`src/fss_pkg.sv`:
```
// fss_pkg: offsets, field positions, reset values and load constants
// for the fault select / status register slice.
// assumes: byte-wide register port from the serial bus engine.
package fss_pkg;

    // ------------------------------------------------------------
    // register offsets
    // ------------------------------------------------------------
    localparam logic [7:0] OFS_CSOPT_B = 8'h17;
    localparam logic [7:0] OFS_CLAMP   = 8'h18;
    localparam logic [7:0] OFS_SETPT   = 8'h19;
    localparam logic [7:0] OFS_SEL_A   = 8'h1A;
    localparam logic [7:0] OFS_SEL_B   = 8'h1B;
    localparam logic [7:0] OFS_MAKER   = 8'h1C;
    localparam logic [7:0] OFS_REV     = 8'h1D;
    localparam logic [7:0] OFS_STAT_A  = 8'h2A;

    // ------------------------------------------------------------
    // nonvolatile copies and power-up load
    // ------------------------------------------------------------
    localparam logic [15:0] NV_BASE    = 16'h8117;
    localparam int          CFG_COUNT  = 5;
    localparam logic [2:0]  CFG_LAST   = 3'h4;
    localparam logic [2:0]  IDX_CLAMP  = 3'h1;
    localparam logic [2:0]  IDX_SETPT  = 3'h2;
    localparam logic [2:0]  IDX_SEL_A  = 3'h3;
    localparam logic [2:0]  IDX_SEL_B  = 3'h4;

    // ------------------------------------------------------------
    // identity values (arbitrary, not any real part)
    // ------------------------------------------------------------
    localparam logic [7:0] MAKER_ID    = 8'h5A;
    localparam logic [3:0] REV_MAJOR   = 4'h2;
    localparam logic [3:0] REV_MINOR   = 4'h3;

    // ------------------------------------------------------------
    // field positions and reset values
    // ------------------------------------------------------------
    localparam int         SELB_SUPPLY = 7;
    localparam int         SELB_HOST   = 2;
    localparam logic [7:0] HOST_MASK   = 8'h04;
    localparam logic [7:0] STAT_RESET  = 8'h00;
    localparam logic [7:0] DATA_ZERO   = 8'h00;

endpackage : fss_pkg

```
`src/fss_status_latch.sv`:
```
// fss_status_latch: eight edge-set, read-cleared fault flags.
// assumes: sources synchronous to clock; rd_clr is a one-cycle pulse.
`timescale 1ns/1ps
`default_nettype none

module fss_status_latch (
    // clock and reset
    input  wire logic       clock,
    input  wire logic       rstn,
    input  wire logic       ce,
    // sources and clear
    input  wire logic [7:0] src,
    input  wire logic       rd_clr,
    // flags
    output logic      [7:0] flags
);

    logic [7:0] prev_r;
    logic [7:0] prev_nxt;
    logic [7:0] flag_r;
    logic [7:0] flag_nxt;
    logic [7:0] rise;

    // ------------------------------------------------------------
    // per-bit next state
    // ------------------------------------------------------------
    assign rise = src & ~prev_r;

    genvar g;
    generate
        for (g = 0; g < 8; g++) begin : g_bit
            always_comb begin
                prev_nxt[g] = src[g];
                // set wins over a clear in the same cycle
                if (rd_clr) begin
                    flag_nxt[g] = (flag_r[g] & src[g]) | rise[g];
                end else begin
                    flag_nxt[g] = flag_r[g] | rise[g];
                end
            end
        end
    endgenerate

    always_ff @(posedge clock or negedge rstn) begin
        if (!rstn) begin
            prev_r <= fss_pkg::STAT_RESET;
            flag_r <= fss_pkg::STAT_RESET;
        end else if (ce) begin
            prev_r <= prev_nxt;
            flag_r <= flag_nxt;
        end
    end

    assign flags = flag_r;
endmodule : fss_status_latch

`default_nettype wire

```
`src/fss_regs.sv`:
```
// fss_regs: trims, fault route selects, identity and first status mirror.
// assumes: serial bus engine gives byte reads/writes on a strobe port;
// nonvolatile copies answer a held request with a one-cycle valid.
`timescale 1ns/1ps
`default_nettype none

// What this block does
// - at power-up load offsets 17h..1Bh from copies 8117h..811Bh
// - read/write byte at 18h drives the false undervoltage clamp trim
// - read/write byte at 19h drives the output setpoint trim
// - select A at 1Ah routes eight fault sources, one per bit
// - select B at 1Bh routes supply, monitor flags, host control; bit 0 unused
// - read-only maker identification byte at 1Ch, writes ignored
// - read-only revision at 1Dh: generation high nibble, minor revision low
// - status mirror at 2Ah resets to zero, holds latched fault flags
// - a status flag sets only on its source going active
// - reading the mirror clears flags whose fault is gone, keeps others
// - selected host control bit drives the fault indicator directly
module fss_regs (
    // clock and reset
    input  wire logic        clock,
    input  wire logic        rstn,
    input  wire logic        ce,
    // register port from the serial bus engine
    input  wire logic [7:0]  reg_addr,
    input  wire logic        reg_wr,
    input  wire logic [7:0]  reg_wdata,
    input  wire logic        reg_rd,
    output logic      [7:0]  reg_rdata,
    output logic             reg_rvalid,
    output logic             load_busy,
    // nonvolatile copy fetch
    output logic             nv_req,
    output logic      [15:0] nv_addr,
    input  wire logic        nv_valid,
    input  wire logic [7:0]  nv_data,
    // fault sources
    input  wire logic        overvoltage,
    input  wire logic        undervoltage,
    input  wire logic        overcurrent_timeout,
    input  wire logic        mains_sense_bad,
    input  wire logic        overcurrent_flag,
    input  wire logic        overtemperature,
    input  wire logic        oring_switch_bad,
    input  wire logic        share_bad,
    input  wire logic        supply_bad,
    input  wire logic        monitor_flag_1,
    input  wire logic        monitor_flag_2,
    input  wire logic        monitor_flag_3,
    input  wire logic        monitor_flag_4,
    input  wire logic        monitor_flag_5,
    input  wire logic        host_fault_write,
    // trims and fault outputs
    output logic      [7:0]  current_sense_option_b,
    output logic      [7:0]  false_undervoltage_clamp_trim,
    output logic      [7:0]  output_setpoint_trim,
    output logic             fault_indicator,
    output logic             smbus_alert
);

    typedef enum logic {FSS_LOAD, FSS_RUN} fss_state_e;

    function automatic logic fss_is_cfg(input logic [7:0] a);
        return (a >= fss_pkg::OFS_CSOPT_B) && (a <= fss_pkg::OFS_SEL_B);
    endfunction : fss_is_cfg

    function automatic logic fss_hit(input logic [7:0] sel, input logic [7:0] src);
        return |(sel & src);
    endfunction : fss_hit

    fss_state_e  state_r;
    fss_state_e  state_nxt;
    logic [2:0]  idx_r;
    logic [2:0]  idx_nxt;
    logic        req_r;
    logic        req_nxt;
    logic [7:0]  cfg_r   [fss_pkg::CFG_COUNT];
    logic [7:0]  cfg_nxt [fss_pkg::CFG_COUNT];
    logic [7:0]  rdata_r;
    logic [7:0]  rdata_nxt;
    logic        rvalid_r;
    logic        rvalid_nxt;
    logic        fault_r;
    logic        fault_nxt;
    logic        alert_r;
    logic        alert_nxt;
    logic        take_nv;
    logic        run;
    logic [2:0]  acc_idx;
    logic [7:0]  src_a;
    logic [7:0]  src_b;
    logic [7:0]  src_stat;
    logic [7:0]  stat_flags;
    logic        stat_clr;
    logic        hit_a;
    logic        hit_b;
    logic        hit_b_alert;

    // ------------------------------------------------------------
    // power-up load sequencer
    // ------------------------------------------------------------
    // the slow copy store is polled with a held request, one byte at a time
    assign take_nv = req_r && nv_valid;
    assign run     = (state_r == FSS_RUN);

    always_comb begin
        state_nxt = state_r;
        idx_nxt   = idx_r;
        req_nxt   = req_r;
        unique case (state_r)
            FSS_LOAD: begin
                req_nxt = 1'b1;
                if (take_nv) begin
                    if (idx_r == fss_pkg::CFG_LAST) begin
                        state_nxt = FSS_RUN;
                        req_nxt   = 1'b0;
                    end else begin
                        idx_nxt = idx_r + 3'h1;
                    end
                end
            end
            FSS_RUN: begin
                req_nxt = 1'b0;
            end
        endcase
    end

    always_ff @(posedge clock or negedge rstn) begin
        if (!rstn) begin
            state_r <= FSS_LOAD;
            idx_r   <= 3'h0;
            req_r   <= 1'b0;
        end else if (ce) begin
            state_r <= state_nxt;
            idx_r   <= idx_nxt;
            req_r   <= req_nxt;
        end
    end

    // ------------------------------------------------------------
    // configuration bytes
    // ------------------------------------------------------------
    assign acc_idx = 3'(reg_addr - fss_pkg::OFS_CSOPT_B);

    always_comb begin
        for (int i = 0; i < fss_pkg::CFG_COUNT; i++) begin
            cfg_nxt[i] = cfg_r[i];
        end
        if (!run && take_nv) begin
            cfg_nxt[idx_r] = nv_data;
        end else if (run && reg_wr && fss_is_cfg(reg_addr)) begin
            cfg_nxt[acc_idx] = reg_wdata;
        end
    end

    // ------------------------------------------------------------
    // read path
    // ------------------------------------------------------------
    // reads refused while loading: values would not yet be the copies
    always_comb begin
        rvalid_nxt = run && reg_rd;
        rdata_nxt  = fss_pkg::DATA_ZERO;
        if (run && reg_rd) begin
            if (fss_is_cfg(reg_addr)) begin
                rdata_nxt = cfg_r[acc_idx];
            end else if (reg_addr == fss_pkg::OFS_MAKER) begin
                rdata_nxt = fss_pkg::MAKER_ID;
            end else if (reg_addr == fss_pkg::OFS_REV) begin
                rdata_nxt = {fss_pkg::REV_MAJOR, fss_pkg::REV_MINOR};
            end else if (reg_addr == fss_pkg::OFS_STAT_A) begin
                rdata_nxt = stat_flags;
            end
        end
    end

    // ------------------------------------------------------------
    // status mirror one
    // ------------------------------------------------------------
    assign src_stat = {overvoltage, undervoltage, overcurrent_timeout, monitor_flag_1,
                       monitor_flag_2, monitor_flag_3, monitor_flag_4, monitor_flag_5};
    assign stat_clr = run && reg_rd && (reg_addr == fss_pkg::OFS_STAT_A);

    fss_status_latch u_stat (
        .clock  (clock),
        .rstn   (rstn),
        .ce     (ce),
        .src    (src_stat),
        .rd_clr (stat_clr),
        .flags  (stat_flags)
    );

    // ------------------------------------------------------------
    // fault routing
    // ------------------------------------------------------------
    assign src_a = {overvoltage, undervoltage, overcurrent_timeout, mains_sense_bad,
                    overcurrent_flag, overtemperature, oring_switch_bad, share_bad};
    assign src_b = {supply_bad, monitor_flag_1, monitor_flag_2, monitor_flag_3,
                    monitor_flag_4, host_fault_write, monitor_flag_5, 1'b0};
    assign hit_a       = fss_hit(cfg_r[fss_pkg::IDX_SEL_A], src_a);
    assign hit_b       = fss_hit(cfg_r[fss_pkg::IDX_SEL_B], src_b);
    // host bit is a direct drive of the indicator, not a fault to alert on
    assign hit_b_alert = fss_hit(cfg_r[fss_pkg::IDX_SEL_B] & ~fss_pkg::HOST_MASK, src_b);

    always_comb begin
        fault_nxt = run && (hit_a || hit_b);
        alert_nxt = run && (hit_a || hit_b_alert);
    end

    always_ff @(posedge clock or negedge rstn) begin
        if (!rstn) begin
            for (int i = 0; i < fss_pkg::CFG_COUNT; i++) begin
                cfg_r[i] <= fss_pkg::DATA_ZERO;
            end
            rdata_r  <= fss_pkg::DATA_ZERO;
            rvalid_r <= 1'b0;
            fault_r  <= 1'b0;
            alert_r  <= 1'b0;
        end else if (ce) begin
            for (int i = 0; i < fss_pkg::CFG_COUNT; i++) begin
                cfg_r[i] <= cfg_nxt[i];
            end
            rdata_r  <= rdata_nxt;
            rvalid_r <= rvalid_nxt;
            fault_r  <= fault_nxt;
            alert_r  <= alert_nxt;
        end
    end

    assign reg_rdata                     = rdata_r;
    assign reg_rvalid                    = rvalid_r;
    assign load_busy                     = !run;
    assign nv_req                        = req_r;
    assign nv_addr                       = fss_pkg::NV_BASE + {13'h0000, idx_r};
    assign current_sense_option_b        = cfg_r[0];
    assign false_undervoltage_clamp_trim = cfg_r[fss_pkg::IDX_CLAMP];
    assign output_setpoint_trim          = cfg_r[fss_pkg::IDX_SETPT];
    assign fault_indicator               = fault_r;
    assign smbus_alert                   = alert_r;
endmodule : fss_regs

`default_nettype wire

```
`config.mk`:
```
export PLATFORM = sky130hd
export DESIGN_NAME = fss_regs
export DESIGN_NICKNAME = d
export VERILOG_FILES = /design/src/fss_pkg.sv /design/src/fss_status_latch.sv /design/src/fss_regs.sv
export SDC_FILE = /design/constraint.sdc
export NUM_CORES = 1
export LEC_CHECK = 0
export ABC_AREA = 1
export BUFFER_PORTS_ARGS = -buffer_cell sky130_fd_sc_hd__clkbuf_2
export CAP_MARGIN = 10
export CORE_MARGIN = 4
export CORE_UTILIZATION = 30
export DETAILED_ROUTE_END_ITERATION = 12
export HOLD_SLACK_MARGIN = 0.08
export PLACE_DENSITY_LB_ADDON = 0.25
export RECOVER_POWER = 100
export SYNTH_ARGS = -nofsm -noshare
export SYNTH_HDL_FRONTEND = slang
export SYNTH_HIERARCHICAL = 1
export SYNTH_SLANG_ARGS = --single-unit
```
`constraint.sdc`:
```
create_clock -name clock -period 2.1 [get_ports clock]
set_clock_uncertainty 0.2 [all_clocks]
set_input_delay 0.42 -clock clock [delete_from_list [all_inputs] [get_ports clock]]
set_output_delay 0.42 -clock clock [all_outputs]
set_load 0.005 [all_outputs]
```
==> results of run 1 <==
-- synth_stat cells, types with 2 or more instances --
| master | number | area share (%) |
|---|---|---|
| a21oi_1 | 5 | 0.51 |
| buf_2 | 8 | 0.81 |
| buf_4 | 42 | 6.4 |
| clkbuf_1 | 7 | 0.53 |
| conb_1 | 2 | 0.15 |
| dfrtp_1 | 72 | 37 |
| ha_1 | 7 | 1.8 |
| inv_1 | 44 | 3.4 |
| inv_2 | 2 | 0.15 |
| nand2_1 | 259 | 20 |
| nand2_2 | 3 | 0.38 |
| nand2_4 | 4 | 0.91 |
| nand3_1 | 56 | 5.7 |
| nand3_2 | 3 | 0.61 |
| nand3_4 | 5 | 1.8 |
| nand4_1 | 48 | 6.1 |
| nor2_1 | 46 | 3.5 |
| nor2_2 | 3 | 0.38 |
| nor2_4 | 6 | 1.4 |
| o21ai_0 | 22 | 2.2 |
| o21ai_1 | 38 | 3.9 |
| o21bai_4 | 2 | 0.76 |
| xor2_1 | 3 | 0.53 |
-- state kept, by name, summed over array words and instances (netlist names) --
signal                         flops
cfg_r                             16
current_sense_option_b             8
false_undervoltage_clamp_trim      8
fault_indicator                    1
idx_r                              3
nv_req                             1
output_setpoint_trim               8
reg_rdata                          8
reg_rvalid                         1
run                                1
smbus_alert                        1
u_stat/flags                       8
u_stat/prev_r                      8
-- worst max-delay path: stages --
cell and delay [ps]:
clkbuf_1 110, clkbuf_1 250, inv_8 50, ha_4 260
nor2_2 240, nand2_4 90, o21bai_2 250, buf_4 200
nand4_1 110, nand2_1 90
-- routing by layer --
metal  vias to the layer above  routed length [um]
li1                       2411                   -
met1                      2117                7426
met2                       148                6635
met3                        23                 958
met4                         0                 285
met5                         -                   0
-- through the flow --
step	hold slack (ps)	area, sq um	setup TNS (ps)	setup slack, ps	std cells
after global placement	74.18	5628	-335.1	-30.41	985
after detailed placement	73.87	5628	-1170	-60.86	985
after CTS	118.7	5961	0	2.544	1002
after floorplan	-75.59	4995	-316.6	-39.64	706
after global routing	152.3	5841	0	11.77	1002
final	132.5	5841	0	118.4	1002
-- layout make-up --
class	count	area (sq um)	area share (%)
Clock buffer	10	229.0	3.920
Clock inverter	6	93.84	1.607
Inverter	47	186.4	3.192
Multi-Input combinational cell	528	2541	43.51
Sequential cell	72	1803	30.87
Tap cell	216	270.3	4.627
Timing Repair Buffer	123	716.9	12.28
-- worst max path at each step --
stage	slack, ps	end	from
floorplan	-40	cfg_r[0]	reg_addr[0]
global placement	-30	reg_rdata[7]	reg_addr[0]
detailed placement	-60	current_sense_option_b[7]	reg_addr[0]
CTS	3	nv_addr[2]	idx_r[1]
global route	10	cfg_r[7]	reg_addr[0]
finish	120	current_sense_option_b[7]	reg_addr[0]
-- power by group through the flow --
| stage | combinational (uW) | clock [uW] | sequential (uW) |
|---|---|---|---|
| after floorplan | 276 | 0 | 1450 |
| after global placement | 498 | 0 | 1450 |
| after detailed placement | 496 | 0 | 1450 |
| after CTS | 499 | 1730 | 1430 |
| after global routing | 531 | 1790 | 1430 |
| final | 474 | 1690 | 1430 |
-- kinds of logic (layout without fill, tap and decap cells) --
group	count (synthesis)	count (layout)
adder cells (fa/ha/maj)	7	7
XOR/XNOR	3	3
AND/OR/NAND/NOR	436	436
AO/OA/AOI/OAI	70	70
buffers and inverters	106	186
flip-flops	72	72
other	2	12
-- repair_timing --
| action | CTS | global route |
|---|---|---|
| hold buffers | 1 | 0 |
| gates resized for setup | 1 | 4 |
| setup endpoints to repair | 2 | 5 |
| endpoints found under the hold margin | 72 | 0 |
==> metrics.txt, run 1 <==
status=finished clean; critical path class=in2reg; Synth Area per Inst=roughly 7.1 sq um; FILL cells=1802; Tcrit/Tclk final=94.36%; main flop type after synthesis=dfrtp_1; CTS tree=done; largest net degree at the start of global routing=64; most frequent cells in the layout=nand2_1 (259), dfrtp_1 (71), clkbuf_2 (58); area grow syn2layout=18.48%; Die Y=~140 um; R2R Path Start=run; leakage=slightly above 0.003 uW; GR met3 Demand/Resource=4.848%; commonest non-fill, non-tap cell in the layout=nand2_1; worst-path fanout max=7; min-delay src=undervoltage; Worst Hold Class=in2reg; diodes inserted=0; R2R depth=9; Net Sw Frac=27.19%; Synth Area in Simple Gates=41.04%; clock share of power=47.1%; fmax=between 500 and 600 MHz; crit path launch type=input port; Total Routed Length=approximately 15000 um; number of synthesized flops with an enable pin=0; Tot Pwr=around 3600 uW; Final setup viols=0; Die Width=about 140 um; RSZ-0062 raised after global routing=no; worst skew pair latency=roughly 350 ps; CP endpoint kind=flop; post-synthesis compound-gate area fraction=8.046%; fin. max-slew vios=0; largest family of logic cells by synthesized area=simple AND/OR/NAND/NOR gates; # IOs=98; Root Buffer=clkbuf_16; starting density of the core=30.81%; r2r endpoint=cfg_r[10]; Port Buf Inserts=85; cts bufs inserted=9; Synth Area in XOR/XNOR=less than 1%; Max-slew headroom=50.48%; CP Data Arrival Time=approximately 2100 ps; DRT iter0 DRCs=360; post-layout net count=833; grt met2 use=25.07%; Internal=around 2600 uW; Reg power frac=39.7%; multiplexer area fraction after synthesis=0%; global route overflow=0; Hold Path Cell Cnt=3; post-synthesis cell type count=32; Max Buffers Root-to-Sink=2; max-cap viol count=0; Die ar.=18550 sq um; first-pass GRT wire length=between 20000 and 25000 um; grt peak-use layer=met2; hold path endpoint=u_stat/prev_r[6]; postcts setup bufs=0; initial antenna violation count=0; Vias/cell=~4.7; via count=4699; Residual DRC=0; post-synthesis async set-or-reset flop share=100.0%; Clock Sinks=72; number of global-route vias before repair=4481; critical path data required time=2190 ps; antenna-violating nets left=0; actual slew at the worst max-slew pin=742.8 ps; Ys Warns=6; layout cell share with drive strength beyond 1=between 10% and 20%; NetSw=roughly 1000 uW; post-DR wirelength/cell=approximately 15 um; post-layout util=36.50%; post-DP HPWL=11890 um; cell area power density=615.1 nW/um^2; Worst R2R Setup Slack=160 ps; core area=about 16000 sq um; Yosys reg bits=72; Clock transition at path regs=around 60 ps; fin crit period=1982 ps; Total Routing Usage GR=17.16%; Placer Congestion=about 0.9; cell row count=46; Comb pwr share=between 10% and 20%; DRT Pass-1 Iters=5; sequential fraction of the synthesis area=36.55%; post-synthesis cell area=4930 sq um; Cells after Synth=roughly 700; grt met1 use=approximately a quarter; Max IR drop VDD=0.3756 mV; post-synthesis adder-cell area fraction=1.777%; number of H-tree levels=3; Fin. Hold Viols=0
(Power assumes the default switching activity.)
==> inputs of run 2 (changes only) <==
--- a/config.mk
+++ b/config.mk
@@ -5,7 +5,6 @@
 export SDC_FILE = /design/constraint.sdc
 export NUM_CORES = 1
 export LEC_CHECK = 0
-export ABC_AREA = 1
 export BUFFER_PORTS_ARGS = -buffer_cell sky130_fd_sc_hd__clkbuf_2
 export CAP_MARGIN = 10
 export CORE_MARGIN = 4
==> run 2 against run 1 <==
Effect of this change:
- global-route usage increased by 0.24 points
- register-to-register slack got worse by 60 ps
- synthesized area decreased by 10%
- count of clock-buffer cells in the layout increased by 4
- critical path depth decreased by 5
- cell count decreased by 27%
- wire length decreased by 7.4%
- sequential power increased by 6%
- power increased by 3.9%
- non-clock buffer count increased by 27
==> metrics.txt, run 2 <==
post-synthesis cell area=4436 sq um (-10%); Reg power frac=40.4% (+0.7 points); actual slew at the worst max-slew pin=944.9 ps (+202.1 ps); CTS tree=done; sequential fraction of the synthesis area=40.62% (+4.1 points); Synth area leader=dfrtp_1; Ys Warns=6 (unchanged); via count=3745 (-20%); fmax=492.1 MHz (-2.5%); Port Buf Inserts=85 (unchanged); Internal=2812 uW (+7.5%); Yosys reg bits=72 (unchanged); post-layout util=39.64% (+3.1 points); post-synthesis async set-or-reset flop share=100.0% (unchanged); status=finished clean; CP endpoint kind=primary output; cell row count=44 (-4.3%); GR met3 Demand/Resource=3.710% (-1.1 points); cts bufs inserted=9 (unchanged); Root Buffer=clkbuf_16; Net Sw Frac=24.68% (-2.5 points); fin crit period=2032 ps (+50.66 ps); Clock transition at path regs=50 ps (about the same); Die ar.=16790 sq um (-9.5%); Post-synth top cells=dfrtp_1 (72), buf_4 (37), nand2_1 (33); Synth area leaders=dfrtp_1 (41%), mux2_2 (8.1%), buf_4 (6.3%), o2bb2ai_1 (4.9%), nand2_1 (2.8%); CP Data Arrival Time=1410 ps (-660 ps); final instance area=5762 sq um (-1.3%); # IOs=98 (unchanged); placed cell areas=5366 sq um (-4.6%); clock share of power=46.1% (-1.0 points); critical path class=reg2out; commonest non-fill, non-tap cell in the layout=dfrtp_1; Max Buffers Root-to-Sink=2 (unchanged); RSZ-0062 raised after global routing=yes; post-synth top area share=40.62% (+4.1 points); max FFs per register=16 (unchanged); post-DP HPWL=11260 um (-5.3%); number of global-route vias before repair=3768 (-16%); Tot Pwr=3733 uW (+3.9%); critical path data required time=1480 ps (-710 ps); grt met1 use=24.76% (+0.44 points); leakage=0.002661 uW (-12%); Comb pwr share=13.4% (+0.2 points); DRT iter0 DRCs=293 (-19%); Total Routing Usage GR=17.40% (+0.24 points); post-DR wirelength/cell=19.42 um (+27%); antenna-violating nets left=0 (unchanged); Max-slew headroom=37.01% (-13 points); Clock Sinks=72 (unchanged); largest net degree at the start of global routing=35 (-45%); starting density of the core=30.52% (-0.29 points); crit path launch type=flop; Tcrit/Tclk final=96.78% (+2.4 points); core area=14530 sq um (-9.2%); initial antenna violation count=0 (unchanged); area grow syn2layout=29.90%; Residual DRC=0 (unchanged); most frequent cells in the layout=dfrtp_1 (72), clkbuf_2 (61), buf_4 (49); Final setup viols=0 (unchanged); grt peak-use layer=met2; max-cap viol count=0 (unchanged); number of synthesized flops with an enable pin=0 (unchanged); most common cell in the netlist=dfrtp_1; Cells after Synth=421 (-40%); DRT Pass-1 Iters=4 (-1); Die Y=129.6 um (-4.8%); Total Routed Length=14180 um (-7.4%); Synth Area per Inst=10.54 sq um (+49%); global route overflow=0 (unchanged); worst skew pair latency=330 ps (-20 ps); number of H-tree levels=3 (unchanged); worst slack, placed=-390.3 ps (-329.5 ps); Fin. Hold Viols=0 (unchanged); Max IR drop VDD=0.3998 mV (+6.4%); first-pass GRT wire length=22280 um (-8.5%); Largest Register=cfg_r; Die Width=129.6 um (-4.8%); fin. max-slew vios=0 (unchanged); Placer Congestion=0.8510 (-3.0%); post-synthesis cell type count=61 (+91%); diodes inserted=0 (unchanged); layout cell share with drive strength beyond 1=39.01% (+21 points); cell area power density=647.9 nW/um^2 (+5.3%); NetSw=921.5 uW (-5.7%); Vias/cell=5.130 (+9.4%); grt met2 use=27.36% (+2.3 points); worst-path fanout max=4 (-3); main flop type after synthesis=dfrtp_1; Worst Hold Class=in2reg; post-layout net count=593 (-29%); final worst slack=67.69 ps (-50.66 ps)
-- run 2: cell count changes after synthesis, moves of 25 or more --
cell,before,now
o2bb2ai_1,0,25
nand2_1,259,33
o21ai_1,38,8
nand3_1,56,12
nand4_1,48,2
nor2_1,46,14
mux2_2,0,32
-- run 2: worst max-delay path: stages, from the launching register on --
cell and delay, ps:
dfrtp_1 360, buf_6 130, clkinvlp_4 130, ha_2 210, xor2_1 130, buf_2 120
-- run 2: worst paths after layout --
kind / end / startpoint / slack [ps] / cells after the start
worst min register to register: reg_rvalid / reg_rvalid / 280 / 1
max in group asynchronous: smbus_alert / rstn / 280 / 3
worst max-delay path: nv_addr[2] / idx_r[0] / 70 / 5
worst max register to register: current_sense_option_b[4] / run / 100 / 6
worst min-delay path: u_stat/prev_r[2] / monitor_flag_3 / 140 / 3
min in group asynchronous: reg_rvalid / rstn / 550 / 2
-- run 2: cells by family after synthesis --
| logic type | count (synthesis) | share of synthesized area [%] |
|---|---|---|
| other | 2 | 0.1693 |
| multiplexers | 40 | 11.09 |
| flip-flops | 72 | 40.62 |
| AND/OR/NAND/NOR | 94 | 12.33 |
| adder cells (fa/ha/maj) | 7 | 1.975 |
| AO/OA/AOI/OAI | 126 | 22.12 |
| XOR/XNOR | 4 | 0.9593 |
| buffers and inverters | 76 | 10.75 |
-- run 2: metal layers --
layer	wire length [um]	part of all wire [%]	vias up
met5	0	0	-
met4	151	1.1	0
met3	998	7.0	12
met2	6473	46	134
met1	6555	46	1847
li1	-	-	1752
-- run 2: power by group through the flow --
| stage | Sequential (uW) | Clock (uW) | Combinational [uW] |
|---|---|---|---|
| after detailed placement | 1530 | 0 | 502 |
| after CTS | 1510 | 1740 | 510 |
| final | 1510 | 1720 | 502 |
| after global placement | 1530 | 0 | 492 |
| after global routing | 1520 | 1810 | 558 |
| after floorplan | 1510 | 0 | 282 |
-- run 2: area by class of cell --
type	instances	area (sq um)
Clock inverter	2	60.06
Sequential cell	72	1802
Multi-Input combinational cell	283	2318
Fill cell	1445	8772
Timing Repair Buffer	150	968.4
Tap cell	184	230.2
Clock buffer	14	274.0
Inverter	25	108.9
-- run 2: what timing repair did --
item                       4_1_cts  5_1_grt
hold endpoints to repair        13        0
setup endpoints to repair       23       23
hold buffers                     1        0
setup buffers                    3        2
resized for setup                5       11
-- run 2: per-stage QoR --
| step | std cells | TNS [ps] | hold slack [ps] |
|---|---|---|---|
| after detailed placement | 708 | -17260 | 179.4 |
| after global routing | 730 | -17.77 | 136.9 |
| after floorplan | 431 | -2476 | -75.59 |
| final | 730 | 0 | 144.9 |
| after CTS | 728 | 0 | 132.8 |
| after global placement | 708 | -14910 | 179.7 |
